### config.mk
export PLATFORM = sky130hd
export DESIGN_NAME = adc_bias_channel_config_regs
export DESIGN_NICKNAME = d
export VERILOG_FILES = /design/src/adc_cfg_pkg.sv /design/src/adc_bias_channel_config_regs.sv /design/src/sticky_irq_bit.sv
export SDC_FILE = /design/constraint.sdc
export NUM_CORES = 1
export LEC_CHECK = 0
export CORE_MARGIN = 2
export CORE_UTILIZATION = 54
export CTS_CLUSTER_SIZE = 10
export DETAILED_ROUTE_END_ITERATION = 12
export DONT_BUFFER_PORTS = 1
export PLACE_DENSITY = 0.72
export SYNTH_ARGS = -nofsm -noshare
export SYNTH_HDL_FRONTEND = slang
export SYNTH_HIERARCHICAL = 1
export SYNTH_SLANG_ARGS = --single-unit
### constraint.sdc
create_clock -name core_clk_in -period 1 [get_ports core_clk_in]
set_input_delay 0.1 -clock core_clk_in [delete_from_list [all_inputs] [get_ports core_clk_in]]
set_output_delay 0.1 -clock core_clk_in [all_outputs]
set_load 0.02 [all_outputs]
### src/adc_cfg_pkg.sv
// package: register offsets, field layouts, reset values and encodings
package adc_cfg_pkg;
    // register offsets (byte addresses on the plain control port)
    localparam logic [7:0] BIAS_ADC_SETUP_OFF      = 8'h3B;
    localparam logic [7:0] CHANNEL1_SETUP0_OFF     = 8'h3C;
    localparam logic [7:0] IRQ_CFG_OFF             = 8'h32;
    localparam logic [7:0] IRQ_MASK0_OFF           = 8'h33;
    localparam logic [7:0] LATCHED_IRQ_STATUS0_OFF = 8'h36;
    // reset values
    localparam logic [7:0] BIAS_ADC_SETUP_RST  = 8'h00;
    localparam logic [7:0] CHANNEL1_SETUP0_RST = 8'h00;
    localparam logic [7:0] IRQ_CFG_RST         = 8'h00;
    localparam logic       IRQ_MASK_RST        = 1'h1;
    // writable bit masks, reserved bits hold zero
    localparam logic [7:0] BIAS_ADC_SETUP_WMASK  = 8'h73;
    localparam logic [7:0] CHANNEL1_SETUP0_WMASK = 8'hFD;
    // field positions
    localparam int PLL_LOCK_BIT       = 6;
    localparam int LATCH_READBACK_BIT = 2;
    localparam int MIC_BIAS_LSB       = 4;
    localparam int FULL_SCALE_LSB     = 0;
    localparam int INPUT_KIND_BIT     = 7;
    localparam int INPUT_SOURCE_LSB   = 5;
    localparam int COUPLING_BIT       = 4;
    localparam int IMPEDANCE_LSB      = 2;
    localparam int AUTO_GAIN_BIT      = 0;
    // field encodings
    typedef enum logic [2:0]
    {
        MIC_BIAS_VREF       = 3'h0,
        MIC_BIAS_VREF_X1096 = 3'h1,
        MIC_BIAS_SUPPLY     = 3'h6
    } mic_bias_type;
    typedef enum logic [1:0]
    {
        FULL_SCALE_2V75  = 2'h0,
        FULL_SCALE_2V50  = 2'h1,
        FULL_SCALE_1V375 = 2'h2
    } full_scale_type;
    typedef enum logic [1:0]
    {
        SRC_ANALOG_DIFF = 2'h0,
        SRC_ANALOG_SE   = 2'h1,
        SRC_PDM         = 2'h2
    } input_source_type;
    typedef enum logic [1:0]
    {
        IMP_2K5 = 2'h0,
        IMP_10K = 2'h1,
        IMP_20K = 2'h2
    } impedance_type;
endpackage

### src/adc_bias_channel_config_regs.sv
// register slice: pll lock irq latch, bias/full-scale and channel 1 setup
// Overview of operation
// - pll lock sets status bit 6, read clears
// - mic bias level field, bits 6-4
// - full-scale select field, bits 1-0
// - bit 7 selects microphone or line input
// - input source field bits 6-5
// - bit 4 selects ac or dc coupling
// - impedance field bits 3-2, analog only
// - bias register at 0x3B, reset zero
// - channel register at 0x3C, reset zero
// - bit 0 enables automatic gain control
// - mask bit 6 suppresses pll irq, resets set
// - readback select shows only unmasked latches
//
// Design decision made here: the address-and-strobe port.
module adc_bias_channel_config_regs
(
    input  wire logic       core_clk_in,         // core clock, 20 MHz
    input  wire logic       rst_n_in,            // async reset, active low
    input  wire logic       clk_en_in,           // clock enable, freezes all
    input  wire logic [7:0] addr_in,             // register address
    input  wire logic [7:0] wdata_in,            // write data
    input  wire logic       wr_in,               // write strobe
    input  wire logic       rd_in,               // read strobe
    output logic      [7:0] rdata_out,           // read data, next cycle
    input  wire logic       pll_lock_evt_in,     // pll lock event pulse
    output logic      [2:0] mic_bias_level_out,  // mic bias level code
    output logic      [1:0] adc_full_scale_sel_out, // full-scale code
    output logic            ch1_input_kind_out,  // 0 mic, 1 line
    output logic      [1:0] ch1_input_source_out, // input source code
    output logic            ch1_coupling_out,    // 0 ac, 1 dc (analog)
    output logic      [1:0] ch1_input_impedance_out, // impedance (analog)
    output logic            ch1_auto_gain_en_out, // agc enable
    output logic            irq_out              // interrupt, active high
);
    logic [7:0] bias_adc_setup_r;
    logic [7:0] channel1_setup0_r;
    logic       irq_mask6_r;
    logic       latch_readback_sel_r;
    logic       pll_lock_flag;
    logic [7:0] rdata_nxt;
    logic       pll_lock_visible;

    // address decode
    wire hit_bias = addr_in == adc_cfg_pkg::BIAS_ADC_SETUP_OFF;
    wire hit_ch1  = addr_in == adc_cfg_pkg::CHANNEL1_SETUP0_OFF;
    wire hit_cfg  = addr_in == adc_cfg_pkg::IRQ_CFG_OFF;
    wire hit_mask = addr_in == adc_cfg_pkg::IRQ_MASK0_OFF;
    wire hit_stat = addr_in == adc_cfg_pkg::LATCHED_IRQ_STATUS0_OFF;
    wire wr_bias  = wr_in & hit_bias;
    wire wr_ch1   = wr_in & hit_ch1;
    wire wr_cfg   = wr_in & hit_cfg;
    wire wr_mask  = wr_in & hit_mask;
    wire stat_rd  = rd_in & hit_stat & clk_en_in;

    // latched pll lock status, cleared by a status read
    sticky_irq_bit u_pll_lock
    (
        .core_clk_in (core_clk_in),
        .rst_n_in    (rst_n_in),
        .clk_en_in   (clk_en_in),
        .event_in    (pll_lock_evt_in),
        .clear_in    (stat_rd),
        .flag_out    (pll_lock_flag)
    );

    // readback view honours the latch readback select
    assign pll_lock_visible = pll_lock_flag &
                              ~(latch_readback_sel_r & irq_mask6_r);

    // read mux, unmapped addresses read zero
    always_comb
    begin
        rdata_nxt = 8'h00;
        if (hit_bias)
            rdata_nxt = bias_adc_setup_r;
        else if (hit_ch1)
            rdata_nxt = channel1_setup0_r;
        else if (hit_cfg)
            rdata_nxt[adc_cfg_pkg::LATCH_READBACK_BIT] = latch_readback_sel_r;
        else if (hit_mask)
            rdata_nxt[adc_cfg_pkg::PLL_LOCK_BIT] = irq_mask6_r;
        else if (hit_stat)
            rdata_nxt[adc_cfg_pkg::PLL_LOCK_BIT] = pll_lock_visible;
    end

    // read data register
    always_ff @(posedge core_clk_in or negedge rst_n_in)
    begin
        if (!rst_n_in)
            rdata_out <= 8'h00;
        else if (clk_en_in)
            rdata_out <= rd_in ? rdata_nxt : 8'h00;
    end

    // configuration registers, reserved bits masked off
    always_ff @(posedge core_clk_in or negedge rst_n_in)
    begin
        if (!rst_n_in)
        begin
            bias_adc_setup_r  <= adc_cfg_pkg::BIAS_ADC_SETUP_RST;
            channel1_setup0_r <= adc_cfg_pkg::CHANNEL1_SETUP0_RST;
        end
        else if (clk_en_in)
        begin
            if (wr_bias)
                bias_adc_setup_r <= wdata_in &
                                    adc_cfg_pkg::BIAS_ADC_SETUP_WMASK;
            if (wr_ch1)
                channel1_setup0_r <= wdata_in &
                                     adc_cfg_pkg::CHANNEL1_SETUP0_WMASK;
        end
    end

    // interrupt mask and readback select
    always_ff @(posedge core_clk_in or negedge rst_n_in)
    begin
        if (!rst_n_in)
        begin
            irq_mask6_r          <= adc_cfg_pkg::IRQ_MASK_RST;
            latch_readback_sel_r <= adc_cfg_pkg::IRQ_CFG_RST[2];
        end
        else if (clk_en_in)
        begin
            if (wr_mask)
                irq_mask6_r <= wdata_in[adc_cfg_pkg::PLL_LOCK_BIT];
            if (wr_cfg)
                latch_readback_sel_r <=
                    wdata_in[adc_cfg_pkg::LATCH_READBACK_BIT];
        end
    end

    // interrupt output, level while an unmasked latch is set
    assign irq_out = pll_lock_flag & ~irq_mask6_r;

    // field outputs
    assign mic_bias_level_out = bias_adc_setup_r[adc_cfg_pkg::MIC_BIAS_LSB +: 3];
    assign adc_full_scale_sel_out =
        bias_adc_setup_r[adc_cfg_pkg::FULL_SCALE_LSB +: 2];
    // channel 1 fields
    assign ch1_input_kind_out =
        channel1_setup0_r[adc_cfg_pkg::INPUT_KIND_BIT];
    assign ch1_input_source_out =
        channel1_setup0_r[adc_cfg_pkg::INPUT_SOURCE_LSB +: 2];
    assign ch1_auto_gain_en_out =
        channel1_setup0_r[adc_cfg_pkg::AUTO_GAIN_BIT];
    // analog-only settings, forced to default for pdm
    wire src_analog = channel1_setup0_r[adc_cfg_pkg::INPUT_SOURCE_LSB + 1]
                      == 1'b0;
    assign ch1_coupling_out = src_analog &
        channel1_setup0_r[adc_cfg_pkg::COUPLING_BIT];
    assign ch1_input_impedance_out = src_analog ?
        channel1_setup0_r[adc_cfg_pkg::IMPEDANCE_LSB +: 2] : 2'h0;

    // a pll lock event is visible in the latch one cycle later
    property p_lock_sets;
        @(posedge core_clk_in) disable iff (!rst_n_in)
        (clk_en_in && pll_lock_evt_in) |=> pll_lock_flag;
    endproperty
    a_lock_sets: assert property (p_lock_sets)
        else $error("pll lock event not latched");

    // a status read without a new event clears the latch
    property p_read_clears;
        @(posedge core_clk_in) disable iff (!rst_n_in)
        (stat_rd && !pll_lock_evt_in) |=> !pll_lock_flag;
    endproperty
    a_read_clears: assert property (p_read_clears)
        else $error("status read did not clear latch");

    // bias register write shows in readback with reserved bits zero
    property p_bias_wr;
        @(posedge core_clk_in) disable iff (!rst_n_in)
        (clk_en_in && wr_bias) ##1 (clk_en_in && rd_in && hit_bias) |=>
        (rdata_out[7] == 1'b0 && rdata_out[3:2] == 2'h0 &&
         rdata_out[6:4] == mic_bias_level_out);
    endproperty
    a_bias_wr: assert property (p_bias_wr)
        else $error("bias register readback wrong");

    // full scale output follows write data
    property p_fscale;
        @(posedge core_clk_in) disable iff (!rst_n_in)
        (clk_en_in && wr_bias) |=>
        adc_full_scale_sel_out == $past(wdata_in[1:0]);
    endproperty
    a_fscale: assert property (p_fscale)
        else $error("full scale select not updated");

    // channel register bit 1 always reads zero
    property p_ch1_res;
        @(posedge core_clk_in) disable iff (!rst_n_in)
        (clk_en_in && rd_in && hit_ch1) |=> rdata_out[1] == 1'b0;
    endproperty
    a_ch1_res: assert property (p_ch1_res)
        else $error("channel reserved bit not zero");

    // channel kind, source and auto gain fields follow write data
    property p_ch1_fields;
        @(posedge core_clk_in) disable iff (!rst_n_in)
        (clk_en_in && wr_ch1) |=>
        (ch1_input_kind_out == $past(wdata_in[7]) &&
         ch1_input_source_out == $past(wdata_in[6:5]) &&
         ch1_auto_gain_en_out == $past(wdata_in[0]));
    endproperty
    a_ch1_fields: assert property (p_ch1_fields)
        else $error("channel fields not updated");

    // interrupt only while latch set and unmasked
    property p_irq;
        @(posedge core_clk_in) disable iff (!rst_n_in)
        irq_out |-> (pll_lock_flag && !irq_mask6_r);
    endproperty
    a_irq: assert property (p_irq)
        else $error("interrupt with masked or clear latch");

    // with select set, a masked latch reads as zero
    property p_readback;
        @(posedge core_clk_in) disable iff (!rst_n_in)
        (clk_en_in && rd_in && hit_stat && latch_readback_sel_r &&
         irq_mask6_r) |=> rdata_out[6] == 1'b0;
    endproperty
    a_readback: assert property (p_readback)
        else $error("masked latch visible in readback");

    // pdm source forces analog-only settings off
    property p_pdm;
        @(posedge core_clk_in) disable iff (!rst_n_in)
        (ch1_input_source_out == 2'h2) |->
        (!ch1_coupling_out && ch1_input_impedance_out == 2'h0);
    endproperty
    a_pdm: assert property (p_pdm)
        else $error("analog settings active for pdm");

    // an unmasked lock event raises the interrupt one cycle later
    property p_irq_rise;
        @(posedge core_clk_in) disable iff (!rst_n_in)
        (clk_en_in && pll_lock_evt_in && !irq_mask6_r && !wr_mask) |=>
        irq_out;
    endproperty
    a_irq_rise: assert property (p_irq_rise)
        else $error("unmasked lock event did not raise irq");

    // a low clock enable freezes the latched status
    property p_flag_frozen;
        @(posedge core_clk_in) disable iff (!rst_n_in)
        !clk_en_in |=> $stable(pll_lock_flag);
    endproperty
    a_flag_frozen: assert property (p_flag_frozen)
        else $error("latch changed while clock enable low");

    // a low clock enable freezes the configuration registers
    property p_cfg_frozen;
        @(posedge core_clk_in) disable iff (!rst_n_in)
        !clk_en_in |=>
        ($stable(bias_adc_setup_r) && $stable(channel1_setup0_r));
    endproperty
    a_cfg_frozen: assert property (p_cfg_frozen)
        else $error("configuration changed while clock enable low");

    // reserved bits of the bias register never hold a one
    property p_bias_res;
        @(posedge core_clk_in) disable iff (!rst_n_in)
        (bias_adc_setup_r[7] == 1'b0 && bias_adc_setup_r[3:2] == 2'h0);
    endproperty
    a_bias_res: assert property (p_bias_res)
        else $error("bias reserved bit stored");

    // reserved bit of the channel register never holds a one
    property p_ch1_res_r;
        @(posedge core_clk_in) disable iff (!rst_n_in)
        channel1_setup0_r[1] == 1'b0;
    endproperty
    a_ch1_res_r: assert property (p_ch1_res_r)
        else $error("channel reserved bit stored");

    // mic bias level follows write data
    property p_mic_bias;
        @(posedge core_clk_in) disable iff (!rst_n_in)
        (clk_en_in && wr_bias) |=>
        mic_bias_level_out == $past(wdata_in[6:4]);
    endproperty
    a_mic_bias: assert property (p_mic_bias)
        else $error("mic bias level not updated");

    // analog source passes coupling and impedance through
    property p_analog_fields;
        @(posedge core_clk_in) disable iff (!rst_n_in)
        (clk_en_in && wr_ch1 && !wdata_in[6]) |=>
        (ch1_coupling_out == $past(wdata_in[4]) &&
         ch1_input_impedance_out == $past(wdata_in[3:2]));
    endproperty
    a_analog_fields: assert property (p_analog_fields)
        else $error("analog coupling or impedance not updated");

    // auto gain enable follows write data
    property p_agc;
        @(posedge core_clk_in) disable iff (!rst_n_in)
        (clk_en_in && wr_ch1) |=>
        ch1_auto_gain_en_out == $past(wdata_in[0]);
    endproperty
    a_agc: assert property (p_agc)
        else $error("auto gain enable not updated");

    // reads of unmapped addresses return zero
    property p_unmapped;
        @(posedge core_clk_in) disable iff (!rst_n_in)
        (clk_en_in && rd_in && !hit_bias && !hit_ch1 && !hit_cfg &&
         !hit_mask && !hit_stat) |=> rdata_out == 8'h00;
    endproperty
    a_unmapped: assert property (p_unmapped)
        else $error("unmapped address read not zero");
endmodule

### src/sticky_irq_bit.sv
// one sticky interrupt bit: set by an event, cleared when read
module sticky_irq_bit
(
    input  wire logic core_clk_in,  // core clock
    input  wire logic rst_n_in,     // async reset, active low
    input  wire logic clk_en_in,    // clock enable
    input  wire logic event_in,     // event pulse
    input  wire logic clear_in,     // clear request (read of status)
    output logic      flag_out      // sticky flag
);
    logic flag_nxt;

    // set wins over a clear in the same cycle
    assign flag_nxt = event_in | (flag_out & ~clear_in);

    // flag register
    always_ff @(posedge core_clk_in or negedge rst_n_in)
    begin
        if (!rst_n_in)
            flag_out <= 1'b0;
        else if (clk_en_in)
            flag_out <= flag_nxt;
    end
endmodule

# Word-level counts from Yosys, hierarchy flattened
# Cells that the tools add are included.
# classes
eq_ne	5
muxes	12
n_bitwise	16
reduce_logical	4
# op_table
operator	n
8-bit by 6-bit == test with 1-bit output, second input constant	5
8-bit 2-to-1 mux	2
1-bit AND	11
1-bit 2-to-1 mux	8
2-bit AND reduction	4
1-bit inverter	4
3-bit 2-to-1 mux	1
2-bit 2-to-1 mux	1
1-bit OR	1
# word_totals
ff_bits	23
input_bits	22
out_inout_bits	21
wordCells	43

# Logic depth before layout (Yosys ltp)
# Gate-level depths: netlist (run 1).
# logic_depth
depth_word	9
mapped_depth	6

# Hierarchy
# Netlist (run 1), hierarchy kept.
# by_module_without_submodules
mod	n_inst	cells_per_inst	area_per_inst_um2
adc_bias_channel_config_regs	1	80	1056.0
sticky_irq_bit	1	3	37.5

# Worst setup path after synthesis (run 1)
# OpenSTA, ideal clock, no wires.
# synth_path
kind	input to register
start	in addr_in[6]
end	reg channel1_setup0_r[0]
arrival_ns	1.165
t_required_ns	0.875
path_slack_ns	-0.289
cell_stages	5
path_buffers	1
cell_sequence	and4bb_2 and2_1 and3_1 buf_2 mux2_2
# synth_via
elab_chain_cells	3
# synth_rtl
item	line	source
start, declared	adc_bias_channel_config_regs.sv:22	input wire logic [7:0] addr_in,
8-bit by 6-bit == test with 1-bit output	adc_bias_channel_config_regs.sv:47	wire hit_ch1 = addr_in == adc_cfg_pkg::CHANNEL1_SETUP0_OFF;
1-bit AND	adc_bias_channel_config_regs.sv:52	wire wr_ch1 = wr_in & hit_ch1;
2-bit AND reduction (no line)	n/a	
end signal, assigned	adc_bias_channel_config_regs.sv:103	channel1_setup0_r <= adc_cfg_pkg::CHANNEL1_SETUP0_RST;
end signal, assigned	adc_bias_channel_config_regs.sv:111	channel1_setup0_r <= wdata_in &
end, declared	adc_bias_channel_config_regs.sv:38	logic [7:0] channel1_setup0_r;
# No other way between the ends.
# A chain may end at the register's enable or synchronous reset.

# Worst setup path after layout (run 1)
# layout_path
start	reg irq_mask6_r
end	reg rdata_out[6]
# layout_via
elab_chain_cells	9
# layout_rtl
item	line	source
start, declared	adc_bias_channel_config_regs.sv:39	logic irq_mask6_r;
start signal, assigned	adc_bias_channel_config_regs.sv:121	irq_mask6_r <= adc_cfg_pkg::IRQ_MASK_RST;
start signal, assigned	adc_bias_channel_config_regs.sv:127	irq_mask6_r <= wdata_in[adc_cfg_pkg::PLL_LOCK_BIT];
1-bit AND	adc_bias_channel_config_regs.sv:70	~(latch_readback_sel_r & irq_mask6_r);
1-bit inverter	adc_bias_channel_config_regs.sv:70	
1-bit AND	adc_bias_channel_config_regs.sv:69	assign pll_lock_visible = pll_lock_flag &
1-bit 2-to-1 mux	adc_bias_channel_config_regs.sv:84	else if (hit_stat)
1-bit 2-to-1 mux (*)	adc_bias_channel_config_regs.sv:82	else if (hit_mask)
1-bit 2-to-1 mux (*)	adc_bias_channel_config_regs.sv:80	else if (hit_cfg)
1-bit 2-to-1 mux (*)	adc_bias_channel_config_regs.sv:78	else if (hit_ch1)
8-bit 2-to-1 mux (*)	adc_bias_channel_config_regs.sv:76	if (hit_bias)
8-bit 2-to-1 mux (*)	adc_bias_channel_config_regs.sv:94	rdata_out <= rd_in ? rdata_nxt : 8'h00;
end signal, assigned	adc_bias_channel_config_regs.sv:94	
end, declared	adc_bias_channel_config_regs.sv:26	output logic [7:0] rdata_out,
# Every way passes the cells marked *; elsewhere a longest branch is shown, timed or not.

==> run summary, run 1 <==
outcome = finished with violations
violated checks = negative setup slack
area of the core = 0.00194 mm²
kind of critical path = flip-flop to flip-flop
# setup viols final = 9
Clock Tree Buf Depth = 2
Ant. Diodes = 0
die height = 49 µm
Synth area leader = dfrtp_1
Final Hold Viols = 0
Vias/cell = 5.94
initial drt markers = 33
post-layout utilization of the core = 0.863
RR Endpoint = rdata_out[6]
Slew headroom = 0.311
Post-synth top cells = 22 x dfrtp_1, 9 x mux2_2, 5 x mux2_4, 5 x nor2b_1
leakage = 0.000800 µW
antenna viol nets, final = 0
initial antenna violation count = 0
Ports = 43
DRC viols = 0
vias = 963
Final period util = 1.27
Multi-input gate area = 546 µm²
Final nets = 158
CP Launch Type = flip-flop
Slew Viols, Final = 0
Synth Warn # = 6
Mapped Cells = 83
synthesized area = 0.00109 mm²
RSZ-0062 raised after global routing = true
Worst Setup SP = irq_mask6_r
total track usage = 0.280
vias in the first global route = 1,008
Period minus WS final = 1.27 ns
post-synthesis sequential area ratio = 0.527
Worst Path Max Fanout = 2
Critical Path AT = 1.53 ns
post-DP HPWL = 1.82 mm
syn nets = 105
H-tree Lvls = 1
Seq cells post-synth = 23
Critical Path Sink Type = flip-flop
TritonCTS Buffers = 3
HP Class = input pin to async pin
Critical R2R Launch = irq_mask6_r
DR WL/cell = 21.5 µm
most frequent cell after synthesis = dfrtp_1
Clock Sinks = 23
total power = 1630 µW
Worst Reg-to-Reg Cells = 5
Mean Syn Cell Area = 13.2 µm²
register area = 577 µm²
highest clock rate = 787 MHz
Die X = 49 µm
PortBufs = 0
die area = 0.00240 mm²
first-pass iteration count of the detailed router = 4
Crit path required time = 1.26 ns
Root Driver = clkbuf_4
IR drop worst, VDD = 1.11 mV
GP Congestion = 0.854
GRT overflow = 0
Area contributors post-synth = dfrtp_1 50%, mux2_2 9.3%, mux2_4 6.9%
later-pin clock latency in the skew report = 0.33 ns
share of cells above drive strength 1 = 0.526
pin count of the biggest net entering global routing = 24
Worst-path clk slew = 0.13 ns
Worst-Margin Slew = 1.03 ns
max cap viols = 0
crit path setup slack, layout = -0.270 ns
num rows = 16
Synth-to-Final Area Change = 53.3%
Fill cells = 92
pwr dens = 970 mW/mm²
Initial Utilization = 0.563
top-area cell type share of the netlist area = 0.503
Total Wirelength = 3.48 mm
Synth cell types = 29
Layout Skew = 0.0128 ns
Async SR Flop Fraction = 1.00
CTS tree = built
Reg2Reg Setup Slack = -0.27 ns
Top FF cell, synth = dfrtp_1
first-pass GRT wire length = 5.02 mm
number of flops mapped to enable cells by yosys = 0
[cells by family after synthesis]
group	after synthesis	share of synthesized area
flops	23	0.527
simple gates	23	0.150
buf+inv	7	0.0389
compound gates	16	0.122
mux	14	0.161
[cell usage in the layout (no fill, tap or decap), drive strengths merged, types with 3 or more instances in the layout]
cell type,count
buf,40
dfrtp,22
mux2,14
dlygate4sd3,11
nor2b,5
clkbuf,4
nand2,3
nor3b,3
inv,3
o2bb2ai,3
a32o,3
a22oi,3
and3,3
[metal layers]
layer  global-route usage  wire length (µm)
met1                0.340              1380
met2                0.482              1760
met3               0.0706               215
met4                0.100               121
met5                    0                 0
[power by group]
part | total (µW) | internal [µW] | switching (µW)
registers | 958 | 946 | 12.1
logic | 219 | 120 | 98.8
clock network | 449 | 157 | 292
total | 1630 | 1220 | 403
[sequential cells by signal, summed over array words and instances (netlist names)]
signal	flops
rdata_out	8
channel1_setup0_r	7
bias_adc_setup_r	5
irq_mask6_r	1
latch_readback_sel_r	1
u_pll_lock/flag_out	1
[stage by stage]
stage | cells | cell area (µm²) | hold WS (ns) | setup TNS, ns | setup WS [ns]
after floorplan | 83 | 1140 | -0.196 | -3.19 | -0.237
after global placement | 132 | 1340 | -0.195 | -3.65 | -0.244
after detailed placement | 132 | 1340 | -0.195 | -3.96 | -0.260
after CTS | 158 | 1580 | 0.0234 | -2.30 | -0.264
after global routing | 162 | 1680 | 0.00822 | -2.01 | -0.324
final | 162 | 1680 | 0.00302 | -1.50 | -0.270
[worst max path at each step]
stage | end | slack, ns | depth (start not counted)
3_5_place_dp | channel1_setup0_r[7] | -0.26 | 4
3_3_place_gp | channel1_setup0_r[7] | -0.24 | 4
6_report | rdata_out[6] | -0.27 | 5
4_1_cts | irq_out | -0.26 | 3
5_1_grt | rdata_out[6] | -0.32 | 5
2_1_floorplan | channel1_setup0_r[0] | -0.24 | 5
[worst max-delay path, stage by stage, from the launching register on]
cell	delay, ns
dfstp_2	0.56
buf_4	0.11
and3b_1	0.16
a31oi_1	0.05
o21ai_1	0.16
a22o_1	0.15
[timing repair]
action                                  in CTS  in global routing
endpoints found under the hold margin       39                  0
setup buffers                               10                  4
endpoints found under the setup margin      13                 42
gates cloned                                 0                  0
hold buffers                                12                  0
resized for setup                            5                 17
pin swaps                                    0                  1
[area by class of cell]
cell class | count | area share
Sequential cell | 23 | 0.344
Multi-Input combinational cell | 53 | 0.325
Timing Repair Buffer | 52 | 0.288
Tap cell | 27 | 0.0201
Clock buffer | 4 | 0.0157
Inverter | 3 | 0.00672
No activity file was read; power rests on OpenSTA's default activity.
==> inputs of run 2 (changes only) <==
--- a/config.mk
+++ b/config.mk
@@ -5,8 +5,11 @@
 export SDC_FILE = /design/constraint.sdc
 export NUM_CORES = 1
 export LEC_CHECK = 0
+export CELL_PAD_IN_SITES_DETAIL_PLACEMENT = 1
+export CELL_PAD_IN_SITES_GLOBAL_PLACEMENT = 1
+export CORE_ASPECT_RATIO = 0.6
 export CORE_MARGIN = 2
-export CORE_UTILIZATION = 54
+export CORE_UTILIZATION = 42
 export CTS_CLUSTER_SIZE = 10
 export DETAILED_ROUTE_END_ITERATION = 12
 export DONT_BUFFER_PORTS = 1
==> run 2 against run 1 <==
  * The run still ends with negative setup slack left
  * Clock-buffer cell count did not move
  * Power increased by 6.2%
  * Critical endpoint unchanged
  * First-iteration DRC count grew 12%
  * Largest power group unchanged
==> run summary, run 2 (synthesis gave the netlist of run 1 again) <==
outcome = finished with violations
violated checks = negative setup slack
Ant. Diodes = 0 (unchanged)
vias = 910 (-5.5%)
highest clock rate = 784 MHz (-0.50%)
Final Hold Viols = 0 (unchanged)
Period minus WS final = 1.28 ns (+0.00643 ns)
leakage = 0.000722 µW (-9.8%)
PortBufs = 0 (unchanged)
Worst-Margin Slew = 1.02 ns (-0.0113 ns)
die height = 43.5 µm (-11%)
first-pass iteration count of the detailed router = 4 (unchanged)
Placement Setup Slack = -0.295 ns (-0.0358 ns)
Critical R2R Launch = irq_mask6_r
Final nets = 144 (-8.9%)
H-tree Lvls = 1 (unchanged)
post-DP HPWL = 2.29 mm (+26%)
antenna viol nets, final = 0 (unchanged)
Root Driver = clkbuf_8
Worst Setup SP = irq_mask6_r
most frequent cells in the layout = 24 x buf_4, 21 x dfrtp_1, 12 x mux2_4
first-pass GRT wire length = 5.89 mm (+17%)
HP Start = clk_en_in
crit path setup slack, layout = -0.276 ns (-0.00643 ns)
Worst Path Max Fanout = 4 (+2)
initial drt markers = 37 (+12%)
initial antenna violation count = 0 (unchanged)
CTS tree = built
DR WL/cell = 24.0 µm (+12%)
Die X = 69.9 µm (+43%)
num rows = 14 (-2)
IR drop worst, VDD = 0.556 mV (-50%)
Clock Tree Buf Depth = 2 (unchanged)
HP Class = input pin to flip-flop
DRC viols = 0 (unchanged)
die area = 0.00304 mm² (+27%)
Crit path required time = 1.20 ns (-0.06 ns)
share of cells above drive strength 1 = 0.496 (-0.0301)
post-layout utilization of the core = 0.628 (-0.236)
Worst-path clk slew = 0.08 ns (-0.05 ns)
biggest regs = rdata_out (8), channel1_setup0_r (7), bias_adc_setup_r (5)
Initial Utilization = 0.440 (-0.124)
Critical Path AT = 1.48 ns (-0.05 ns)
Synth-to-Final Area Change = 42.8%
worst hold path cell count = 2
RSZ-0062 raised after global routing = true
Clock Sinks = 23 (unchanged)
pin count of the biggest net entering global routing = 24 (unchanged)
CP Launch Type = flip-flop
Ports = 43 (unchanged)
kind of critical path = flip-flop to flip-flop
area of the core = 0.00249 mm² (+28%)
GRT overflow = 0 (unchanged)
Layout Skew = 0.000981 ns (-0.0118 ns)
# setup viols final = 13 (+4)
max cap viols = 0 (unchanged)
Vias/cell = 5.95 (about the same)
total power = 1730 µW (+6.2%)
max reg flops = 8 (unchanged)
pwr dens = 1110 mW/mm² (+14%)
Critical Path Sink Type = flip-flop
leading cell type in the layout, fill and taps excluded = buf_4
Fill cells = 251 (+170%)
Worst Reg-to-Reg Cells = 4 (-1)
GP Congestion = 0.862 (+0.95%)
Total Wirelength = 3.67 mm (+5.6%)
Slew headroom = 0.319 (+0.00756)
hold slack = 0.0584 ns (+0.0554 ns)
Final period util = 1.28 (+0.00643)
vias in the first global route = 1,008 (unchanged)
Reg with most FFs = rdata_out
total track usage = 0.265 (-0.0152)
Slew Viols, Final = 0 (unchanged)
TritonCTS Buffers = 3 (unchanged)
later-pin clock latency in the skew report = 0.26 ns (-0.07 ns)
==> run 2: cell count changes in the layout (fill, tap and decap cells not counted), sizes merged <==
cell  change
buf      -14
==> run 2: worst paths after layout <==
check,slack [ns],to
hold reg to reg,0.52,rdata_out[3]
setup reg to reg,-0.28,rdata_out[6]
max in group asynchronous,0.24,u_pll_lock/flag_out
hold / removal,0.06,u_pll_lock/flag_out
setup / recovery,-0.28,rdata_out[6]
min in group asynchronous,0.08,bias_adc_setup_r[0]
==> run 2: through the flow <==
stage	area [µm²]	cells	setup TNS, ns
floorplan	1140	83	-3.19
global placement	1330	135	-4.15
detailed placement	1330	135	-4.62
CTS	1510	152	-4.57
global route	1560	153	-1.53
finish	1560	153	-1.02
==> run 2: repair_timing <==
| item | CTS | global route |
|---|---|---|
| hold buffers | 12 | 0 |
| setup endpoints to repair | 8 | 43 |
| pin swaps | 1 | 3 |
| endpoints found under the hold margin | 39 | 0 |
| resized for setup | 3 | 9 |
| setup buffers | 1 | 1 |
==> run 2: metal layers <==
metal | GRT usage | wire, µm | vias to the layer above | part of all wire
met2 | 0.432 | 1790 | 47 | 0.49
met3 | 0.0860 | 252 | 6 | 0.069
met5 | 0 | 0 | - | 0
met4 | 0.0462 | 53 | 0 | 0.014
li1 | - | - | 386 | -
met1 | 0.358 | 1580 | 471 | 0.43
==> run 2: layout make-up <==
cell class / instances / area (µm²) / share of cell area
Timing Repair Buffer: 38 / 325 / 0.208
Inverter: 3 / 11.3 / 0.00721
Multi-Input combinational cell: 53 / 562 / 0.360
Sequential cell: 23 / 578 / 0.370
Tap cell: 32 / 40.0 / 0.0256
Clock buffer: 4 / 45.0 / 0.0288
==> run 2: critical path, stage by stage, from the launching register on <==
cell,delay (ns)
dfstp_2,0.57
and3b_2,0.24
a31oi_4,0.05
o21ai_2,0.19
a22o_1,0.16
==> run 2: report_power, final <==
part	total, µW	switching (µW)	internal (µW)	leakage, µW
combinational	195	92.9	102	0.000388
sequential	962	16.2	946	0.000311
clock	570	286	284	0.0000228
